[src/include/lsw_pkg.sv]
// Purpose: Shared types and constants for the display lane router and power mode control.
// Assumes: One 40 MHz clock; all inputs synchronous to it.
// Notes: Lane words are one bit per lane per clock, the negative leg being its inverse; serialisation happens elsewhere.
`default_nettype none
package lsw_pkg;
  localparam int LSW_LANES = 8;
  localparam int LSW_FIFO_DEPTH = 4;
  localparam int LSW_FIFO_AW = 2;

  // Lane indices A..H.
  localparam logic [2:0] LSW_LANE_A = 3'h0;
  localparam logic [2:0] LSW_LANE_B = 3'h1;
  localparam logic [2:0] LSW_LANE_C = 3'h2;
  localparam logic [2:0] LSW_LANE_D = 3'h3;
  localparam logic [2:0] LSW_LANE_E = 3'h4;
  localparam logic [2:0] LSW_LANE_F = 3'h5;
  localparam logic [2:0] LSW_LANE_G = 3'h6;
  localparam logic [2:0] LSW_LANE_H = 3'h7;

  localparam logic LSW_SWAP_RESET = 1'h0;
  localparam logic [3:0] LSW_FLASH_WORDS = 4'h8;

  typedef enum logic [1:0]
  {
    LSW_OFF = 2'b00,
    LSW_BOOT = 2'b01,
    LSW_ON = 2'b10
  } lsw_mode_t;

  // One data beat for the display: eight lane values plus an end-of-frame marker.
  typedef struct packed
  {
    logic [LSW_LANES-1:0] lanes;
    logic last;
  } lsw_beat_t;

  typedef struct packed
  {
    logic [LSW_LANES-1:0] pos;
    logic [LSW_LANES-1:0] neg;
  } lsw_pair_t;

  // Display input i in option one is driven from lane D,C,B,A,H,G,F,E.
  function automatic logic [2:0] lsw_src_lane(input logic swap, input logic [2:0] idx);
    logic [2:0] opt1;
    opt1 = (idx < 3'h4) ? 3'(LSW_LANE_D - idx) : 3'(LSW_LANE_H - (idx - 3'h4));
    return swap ? 3'(3'h7 - opt1) : opt1;
  endfunction : lsw_src_lane
endpackage : lsw_pkg
`default_nettype wire

[src/core/lsw_fifo.sv]
// Purpose: Small valid/ready FIFO in the display data path.
// Assumes: Single clock, asynchronous active-high reset.
// Notes: Depth must be a power of two; full and empty are exact.
`default_nettype none
module lsw_fifo #(
  parameter int WIDTH = 9,
  parameter int DEPTH = 4
) (
  // Clock and reset
  input wire logic mclk,
  input wire logic rst,
  // Fill side
  input wire logic in_valid,
  output logic in_ready,
  input wire logic [WIDTH-1:0] in_data,
  // Drain side
  output logic out_valid,
  input wire logic out_ready,
  output logic [WIDTH-1:0] out_data
);
  localparam int AW = $clog2(DEPTH);
  logic [WIDTH-1:0] mem [DEPTH];
  logic [AW:0] wr_q;
  logic [AW:0] rd_q;
  logic push;
  logic pop;

  assign in_ready = (wr_q - rd_q) != (AW+1)'(DEPTH);
  assign out_valid = wr_q != rd_q;
  assign out_data = mem[rd_q[AW-1:0]];
  assign push = in_valid && in_ready;
  assign pop = out_valid && out_ready;

  always_ff @(posedge mclk or posedge rst)
  begin
    if (rst)
    begin
      wr_q <= '0;
      rd_q <= '0;
    end
    else
    begin
      if (push)
      begin
        wr_q <= wr_q + 1'b1;
      end
      if (pop)
      begin
        rd_q <= rd_q + 1'b1;
      end
    end
  end

  always_ff @(posedge mclk)
  begin
    if (push)
    begin
      mem[wr_q[AW-1:0]] <= in_data;
    end
  end
endmodule : lsw_fifo
`default_nettype wire

[src/core/lsw_router.sv]
// Purpose: Routes eight high-speed lanes onto the display inputs and tracks the on/off mode.
// Assumes: Inputs synchronous to mclk; serialiser and flash controller sit outside.
// Notes: The swap selection is latched only between frames so a frame never changes mapping.
`default_nettype none
module lsw_router
  import lsw_pkg::*;
(
  // Clock and reset
  input wire logic mclk,
  input wire logic rst,
  // Mode control pin and software selection
  input wire logic projector_on_request,
  input wire logic swap_select,
  // Firmware fetch handshake with the flash reader
  input wire logic fw_reload_request,
  output logic fw_fetch_req,
  input wire logic fw_fetch_done,
  // Lane data from the formatter, one bit per lane per clock
  input wire logic src_valid,
  output logic src_ready,
  input wire logic [LSW_LANES-1:0] src_lanes,
  input wire logic src_last,
  // Display side differential lanes, index i is display input i
  output logic [LSW_LANES-1:0] dmd_data_pos,
  output logic [LSW_LANES-1:0] dmd_data_neg,
  output logic dmd_data_valid,
  // Status
  output logic powered_on,
  output logic swap_active
);
  typedef struct packed
  {
    lsw_mode_t mode;
    logic swap;
    logic in_frame;
    logic fetch;
    logic [LSW_LANES-1:0] pos;
    logic [LSW_LANES-1:0] neg;
    logic valid;
    logic on;
  } lsw_state_t;

  // Several paths gate on the on mode; one decoder keeps them in step.
  function automatic logic lsw_mode_is_on(input lsw_mode_t mode);
    return mode == LSW_ON;
  endfunction : lsw_mode_is_on

  lsw_state_t s_q;
  lsw_state_t s_d;
  lsw_beat_t fifo_in;
  lsw_beat_t fifo_out;
  logic fifo_out_valid;
  logic fifo_out_ready;
  logic fifo_in_ready;
  logic fifo_in_valid;

  // Data is only taken while on; off mode holds the input stalled.
  // Ready comes from a flop; while on the FIFO drains every cycle, so it never holds more than one word.
  assign fifo_in_valid = src_valid && s_q.on && fifo_in_ready;
  assign src_ready = s_q.on;
  assign fifo_in.lanes = src_lanes;
  assign fifo_in.last = src_last;
  assign fifo_out_ready = lsw_mode_is_on(s_q.mode);

  lsw_fifo #(
    .WIDTH($bits(lsw_beat_t)),
    .DEPTH(LSW_FIFO_DEPTH)
  ) u_fifo (
    .mclk(mclk),
    .rst(rst),
    .in_valid(fifo_in_valid),
    .in_ready(fifo_in_ready),
    .in_data(fifo_in),
    .out_valid(fifo_out_valid),
    .out_ready(fifo_out_ready),
    .out_data(fifo_out)
  );

  always_comb
  begin
    logic [2:0] src;
    logic beat;
    logic use_swap;
    src = '0;
    beat = 1'b0;
    use_swap = 1'b0;
    s_d = s_q;
    beat = fifo_out_valid && fifo_out_ready;
    s_d.valid = 1'b0;
    // The host's I2C command path lands on swap_select; it is taken between frames only.
    // Latching on every idle cycle, the opening beat included, keeps a frame on the mapping it began with.
    if (!s_q.in_frame)
    begin
      s_d.swap = swap_select;
    end
    use_swap = s_q.in_frame ? s_q.swap : swap_select;
    if (beat)
    begin
      s_d.in_frame = !fifo_out.last;
      s_d.valid = 1'b1;
      for (int i = 0; i < LSW_LANES; i++)
      begin
        src = lsw_src_lane(use_swap, 3'(i));
        s_d.pos[i] = fifo_out.lanes[src];
        s_d.neg[i] = !fifo_out.lanes[src];
      end
    end
    if (fw_reload_request && lsw_mode_is_on(s_q.mode))
    begin
      s_d.fetch = 1'b1;
    end
    unique case (s_q.mode)
      LSW_OFF:
      begin
        // Idle lanes sit at a defined differential zero to avoid toggling.
        s_d.pos = '0;
        s_d.neg = '1;
        s_d.in_frame = 1'b0;
        if (projector_on_request)
        begin
          s_d.mode = LSW_BOOT;
          s_d.fetch = 1'b1;
        end
      end
      LSW_BOOT:
      begin
        // Boot must finish even if the pin drops; the firmware is needed to park safely.
        if (fw_fetch_done)
        begin
          s_d.fetch = 1'b0;
          s_d.mode = projector_on_request ? LSW_ON : LSW_OFF;
        end
      end
      LSW_ON:
      begin
        // A reload that meets the end of a fetch wins, so the new request is not lost.
        if (fw_fetch_done && !fw_reload_request)
        begin
          s_d.fetch = 1'b0;
        end
        if (!projector_on_request)
        begin
          s_d.mode = LSW_OFF;
          s_d.fetch = 1'b0;
        end
      end
      default:
      begin
        s_d.mode = LSW_OFF;
      end
    endcase
    s_d.on = lsw_mode_is_on(s_d.mode);
  end

  always_ff @(posedge mclk or posedge rst)
  begin
    if (rst)
    begin
      s_q.mode <= LSW_OFF;
      s_q.swap <= LSW_SWAP_RESET;
      s_q.in_frame <= 1'b0;
      s_q.fetch <= 1'b0;
      s_q.pos <= '0;
      s_q.neg <= '1;
      s_q.valid <= 1'b0;
      s_q.on <= 1'b0;
    end
    else
    begin
      s_q <= s_d;
    end
  end

  assign dmd_data_pos = s_q.pos;
  assign dmd_data_neg = s_q.neg;
  assign dmd_data_valid = s_q.valid;
  assign powered_on = s_q.on;
  assign swap_active = s_q.swap;
  assign fw_fetch_req = s_q.fetch;
endmodule : lsw_router
`default_nettype wire

[config.mk]
export PLATFORM = sky130hd
export DESIGN_NAME = lsw_router
export DESIGN_NICKNAME = d
export VERILOG_FILES = /design/src/include/lsw_pkg.sv /design/src/core/lsw_fifo.sv /design/src/core/lsw_router.sv
export SDC_FILE = /design/constraint.sdc
export NUM_CORES = 1
export LEC_CHECK = 0
export ABC_CLOCK_PERIOD_IN_PS = 3030
export BUFFER_PORTS_ARGS = -buffer_cell sky130_fd_sc_hd__clkbuf_2
export CORE_ASPECT_RATIO = 0.8
export CORE_UTILIZATION = 59
export CTS_BUF_LIST = sky130_fd_sc_hd__clkbuf_2
export DETAILED_ROUTE_END_ITERATION = 16
export HOLD_SLACK_MARGIN = 0.05
export PLACE_DENSITY_LB_ADDON = 0.08
export SLEW_MARGIN = 20
export SYNTH_ARGS = -nofsm -noshare
export SYNTH_HDL_FRONTEND = slang
export SYNTH_SLANG_ARGS = --single-unit
export TNS_END_PERCENT = 100
[constraint.sdc]
create_clock -name mclk -period 3.03 [get_ports mclk]
set_input_delay 0.606 -clock mclk [delete_from_list [all_inputs] [get_ports mclk]]
set_output_delay 0.606 -clock mclk [all_outputs]
set_load 0.03 [all_outputs]
======== Word-level counts from Yosys, hierarchy flattened ========
Memories as Yosys holds them, arrays and structs flattened.
Cells that the tools add are included.
cells by class
  magnitude comparators ................... 8
  equality and inequality tests ........... 5
  add/subtract/negate cells ............... 3
  mux-type cells .......................... 42
  reductions and logical operators ........ 18
operator list
  operator                                                                number
  3-bit by 4-bit < comparator with 1-bit output (second input constant)   8
  1-bit binary-select mux with 3-bit select                               8
  3-bit 2-to-1 mux                                                        8
  1-bit 2-to-1 mux                                                        18
  17-bit 2-to-1 mux                                                       1
  16-bit 2-to-1 mux                                                       1
  1-bit zero test                                                         10
  2-bit 2-to-1 mux                                                        4
  3-bit by 1-bit adder with 3-bit output (second input constant)          2
  1-bit logical AND                                                       6
  2-bit case mux with 3 select lines                                      1
  2-bit equality test (second input constant)                             2
  3-bit != test                                                           1
  3-bit != test (second input constant)                                   1
  1-bit case mux with 3 select lines                                      1
  3-bit subtractor                                                        1
  2-bit by 1-bit equality test with 1-bit output (second input constant)  1
  2-bit zero test                                                         1
  2-bit nonzero test                                                      1
storage, ports and cells
  logic and storage cells ................. 87
  RAM bits ................................ 36
  memories ................................ 1
  register bits after elaboration ......... 29
  output and inout port bits .............. 21
  input port bits ......................... 16
memories
  name        words  bits a word  rd ports  clocked after memory_dff  write ports  line            RTL
  u_fifo.mem  4      9            1         0                         1            lsw_fifo.sv:22  logic [WIDTH-1:0] mem [DEPTH];

======== Logic depth before layout (Yosys ltp) ========
  depth after elaboration ................. 7
  mapped depth ............................ 7

======== Cells and area by module ========
From an unflattened synthesis, not the netlist that was laid out.
second synthesis, totals
  cell total of the unflattened synthesis .. 173
  area, all modules ....................... 2831.5 µm²
modules (own cells, without submodules)
  module      sequential area each (µm²)  area an instance (µm²)  cells an instance  times used
  lsw_fifo    1231.2                      1724.2                  84                 1
  lsw_router  585.6                       1107.3                  89                 1

======== Worst setup path after synthesis ========
OpenSTA, ideal clock, no wires.
  path type ............................... register to register
  start point ............................. register u_fifo.rd_q[1]
  end point ............................... memory u_fifo.mem[3][0] (enable)
  path buffers ............................ 1
  setup time .............................. 0.384 ns
  clock period less this slack ............ 2.231 ns
  cell stages (with the launch flop) ...... 5
  slack ................................... 0.799 ns
  arrival ................................. 1.847 ns
  path through ............................ dfrtp_1 > clkbuf_1 > inv_1 > ha_1 > a31oi_1
on the way
  word-level cells in the longest chain between the ends .. 6
RTL lines
  item                                        line              RTL
  start: declaration                          lsw_fifo.sv:24    logic [AW:0] rd_q;
  start signal: assignment                    lsw_fifo.sv:49    rd_q <= rd_q + 1'b1;
  3-bit subtractor (*)                        lsw_fifo.sv:28    assign in_ready = (wr_q - rd_q) != (AW+1)'(DEPTH);
  3-bit != test (*)                           lsw_fifo.sv:28
  1-bit logical AND                           lsw_router.sv:59  assign fifo_in_valid = src_valid && s_q.on && fifo_in_ready;
  1-bit logical AND (*)                       lsw_fifo.sv:31    assign push = in_valid && in_ready;
  1-bit 2-to-1 mux (*)                        lsw_fifo.sv:56    if (push)
  1-bit 2-to-1 mux (not written as such) (*)  lsw_fifo.sv:58    mem[wr_q[AW-1:0]] <= in_data;
  end: declaration                            lsw_fifo.sv:22
Mark *: on every way between the ends. The rest lies on a longest branch, timed or not.

======== Worst setup path in the final report ========
  start point ............................. register u_fifo.rd_q[1]
  end point ............................... memory u_fifo.mem[0][7] (enable)
The elaborated chain is that of the path after synthesis.

==> impl_metrics.json <==
{
  "synth_compound_area_frac": 0.09331,
  "setup_viol": 0,
  "cp.depth": 6,
  "slew_viol_final": 0,
  "clockBufferDepth": 2,
  "pin_count": 37,
  "path_buf_inv": 1,
  "worstSetupStartpointType": "flip-flop",
  "hpwl_um": 3263,
  "synth_edf_count": 36,
  "rsz0062_at_grt": "no",
  "fin_crit_sh": 0.7651,
  "synth_top_area_frac": 0.3933,
  "synth.area.mux_share": 0.08147,
  "seqPwrFrac": 0.478,
  "grt_usage": 0.2144,
  "yosysMostFrequentCell": "edfxtp_1",
  "r2r_end": "u_fifo.mem[0][7]$_DFFE_PP_",
  "tns_ns": 0,
  "cp.arrival_ns": 2.48,
  "antenna_cells": 0,
  "critical_path_class": "reg -> reg",
  "synth_area_leaders": "edfxtp_1 39%, dfrtp_1 19%, dfstp_2 7.6%, mux4_2 7.4%, buf_4 4.6%",
  "cp-end-kind": "flip-flop",
  "slowest_stage": "dfrtp_1",
  "syn2layout_area_growth_pct": 8.466,
  "slew-limit-headroom": 0.5194,
  "first_pass_iters": 4,
  "synth_top_area_cell": "edfxtp_1",
  "status": "complete, no violations",
  "die_area_sq_um": 4938,
  "switchingPower_uw": 983.2,
  "grt_overflow": 0,
  "clkTransAtPathRegs_ns": 0.19,
  "cts_inserted_buffers": 9,
  "yosys_register_bits": 65,
  "start_util": 0.6341,
  "syn_inst": 178,
  "synth-main-ff-cell": "edfxtp_1",
  "p_leak_uw": 0.001267,
  "h-tree-depth": 3,
  "fp.dieH_um": 63.05,
  "cts.repair.resized": 0,
  "maxCapViolCount": 0,
  "syn_avg_cell_area_sq_um": 15.44,
  "dieWidth_um": 78.32,
  "hold_class": "in -> async",
  "insertion_delay_ns": 0.48,
  "io_buffers": 36,
  "worst_r2r_startpoint": "u_fifo.rd_q[1]$_DFFE_PP0P_",
  "grt_pass1_wl_um": 7527,
  "internal_power_uw": 1545,
  "synth_nets": 201,
  "postRouteAntennaNets": 0,
  "irDropWorstVdd_uv": 403.5,
  "synthTopCellsByCount": "36 x edfxtp_1, 21 x dfrtp_1, 17 x buf_4, 17 x nor2_1, 9 x mux4_2",
  "yosysSeqAreaShare": 0.6609,
  "vias": 1475,
  "pwr-share-clk": 0.181,
  "rrSetupSlack_ns": 0.71,
  "finalHoldViolations": 0,
  "power_frac_comb": 0.340,
  "cpPeakStageDelay_ns": 0.64,
  "synth_xor_area_frac": 0.02185,
  "root_buffer": "clkbuf_2",
  "final_cells": 269,
  "cts_hold_buf": 0,
  "post_cts_buffers": 0,
  "wl_per_cell_um": 16.31,
  "async_reset_ff_frac": 0.4462,
  "tightest_slew_ns": 0.7115,
  "crit_fanout": 11,
  "crit_required_ns": 3.19,
  "place.gp.congestion": 0.7396,
  "finalHoldWorstSlack_ns": 0.1370,
  "max_freq_mhz": 431.4,
  "grt_pass1_vias": 1476,
  "grt_max_degree": 30,
  "synth_fa_ha_area_frac": 0.03186,
  "nNetsFinal": 230,
  "synth_cell_type_count": 30,
  "drc": 0,
  "synth_area_sq_um": 2749,
  "wl_um": 4387,
  "cts.sinks": 65,
  "coreArea_sq_um": 4335,
  "switching_share": 0.3888,
  "dp_cells": 253,
  "r2r.worst_path.cells": 6,
  "synth_top_family_by_area": "compound AO/OA/AOI/OAI gates",
  "cpLargestDelayFamily": "flip-flops",
  "drt-initial-drc-count": 69,
  "rows": 21,
  "finClkSkew_ns": 0.01690,
  "cts_tree": "built",
  "synth_warnings": 0,
  "fin_crit_ns": 2.318,
  "synth-simple-area-share": 0.05007,
  "p_total_uw": 2529,
  "drive_gt1_frac": 0.3632,
  "pwr_density_cell_nw_per_um2": 848.0,
  "antenna_found_initial": 0,
  "crit_chain": "inv_1, ha_1, nor2b_1, xnor2_1, a31oi_4, and2_1",
  "viasPerCell": 5.483
}
worst max path at each step:
| stage | startpoint | end | slack (ns) |
|---|---|---|---|
| 2_1_floorplan | u_fifo.rd_q[1]$_DFFE_PP0P_ | u_fifo.mem[3][0]$_DFFE_PP_ | 0.80 |
| 3_3_place_gp | u_fifo.rd_q[1]$_DFFE_PP0P_ | u_fifo.mem[0][3]$_DFFE_PP_ | 0.89 |
| 3_5_place_dp | u_fifo.rd_q[1]$_DFFE_PP0P_ | u_fifo.mem[0][5]$_DFFE_PP_ | 0.74 |
| 4_1_cts | u_fifo.rd_q[1]$_DFFE_PP0P_ | u_fifo.mem[0][7]$_DFFE_PP_ | 0.70 |
| 5_1_grt | u_fifo.rd_q[1]$_DFFE_PP0P_ | u_fifo.mem[0][7]$_DFFE_PP_ | 0.59 |
| 6_report | u_fifo.rd_q[1]$_DFFE_PP0P_ | u_fifo.mem[0][7]$_DFFE_PP_ | 0.71 |
registers in the layout, indices dropped and copies added, names as in the netlist:
name            count
u_fifo.wr_q         3
dmd_data_neg        8
swap_active         1
s_q                 3
dmd_data_valid      1
fw_fetch_req        1
u_fifo.rd_q         3
dmd_data_pos        8
u_fifo.mem         36
powered_on          1
through the flow:
| stage | instance area [sq um] | setup WS, ns | util |
|---|---|---|---|
| after floorplan | 2749 | 0.7987 | - |
| after global placement | 2875 | 0.8943 | 0.6632 |
| after detailed placement | 2875 | 0.7435 | 0.6632 |
| after CTS | 2982 | 0.6995 | 0.6877 |
| after global routing | 2982 | 0.5914 | 0.6877 |
| final | 2982 | 0.7118 | 0.6877 |
power by group through the flow:
stage | Combinational, uW | Sequential [uW] | Clock (uW)
2_1_floorplan | 740 | 1210 | 0
6_report | 860 | 1210 | 459
3_5_place_dp | 865 | 1230 | 0
4_1_cts | 869 | 1210 | 478
5_1_grt | 942 | 1230 | 518
3_3_place_gp | 832 | 1220 | 0
cell usage in the layout, fill, tap and decap left out, drive strengths merged:
cell / Yosys / routed
clkbuf: 2 / 45
edfxtp: 36 / 36
dfrtp: 21 / 21
nor2: 17 / 17
inv: 7 / 11
mux4: 9 / 9
a22o: 8 / 8
a21o: 8 / 8
dfstp: 8 / 8
ha: 7 / 7
nand2: 5 / 5
and2: 5 / 5
xnor2: 5 / 5
o21ai: 4 / 4
a21oi: 3 / 3
a31oi: 3 / 3
nand2b: 2 / 2
a311oi: 2 / 2
clkinvlp: 0 / 2
buf: 18 / 2
nor2b: 1 / 1
nand3: 1 / 1
xor2: 1 / 1
a31o: 1 / 1
mux2i: 1 / 1
a41oi: 1 / 1
a41o: 1 / 1
mux2: 1 / 1
clkinv: 0 / 1
worst reg2reg max path, stage by stage (launching register included):
cell and delay, ns:
dfrtp_1 0.64, inv_1 0.11, ha_1 0.22, nor2b_1 0.16, xnor2_1 0.15, a31oi_4 0.29, and2_1 0.44
layout make-up:
| type | count | area [sq um] |
|---|---|---|
| Multi-Input combinational cell | 86 | 765.7 |
| Clock inverter | 7 | 61.31 |
| Tap cell | 57 | 71.32 |
| Inverter | 7 | 26.28 |
| Sequential cell | 65 | 1817 |
| Clock buffer | 9 | 45.04 |
| Fill cell | 310 | 1354 |
| Timing Repair Buffer | 38 | 195.2 |
routing by layer:
metal | global-route usage | vias to the layer above | wire length, um | share of wire
met3 | 0.09275 | 2 | 256 | 0.058
li1 | - | 697 | - | -
met4 | 0.07176 | 0 | 27 | 0.0062
met5 | 0 | - | 0 | 0
met1 | 0.3073 | 724 | 2133 | 0.49
met2 | 0.2961 | 52 | 1969 | 0.45
cell families (layout without fill, tap and decap cells):
family / count (synthesis) / after routing
DFF: 65 / 65
adders and majority gates: 7 / 7
and+or+nand+nor: 31 / 31
muxes: 11 / 11
xor gates and xnor gates: 6 / 6
buffers and inverters: 27 / 61
AOI/OAI and AO/OA: 31 / 31
Power figures use the tool's default switching activity.
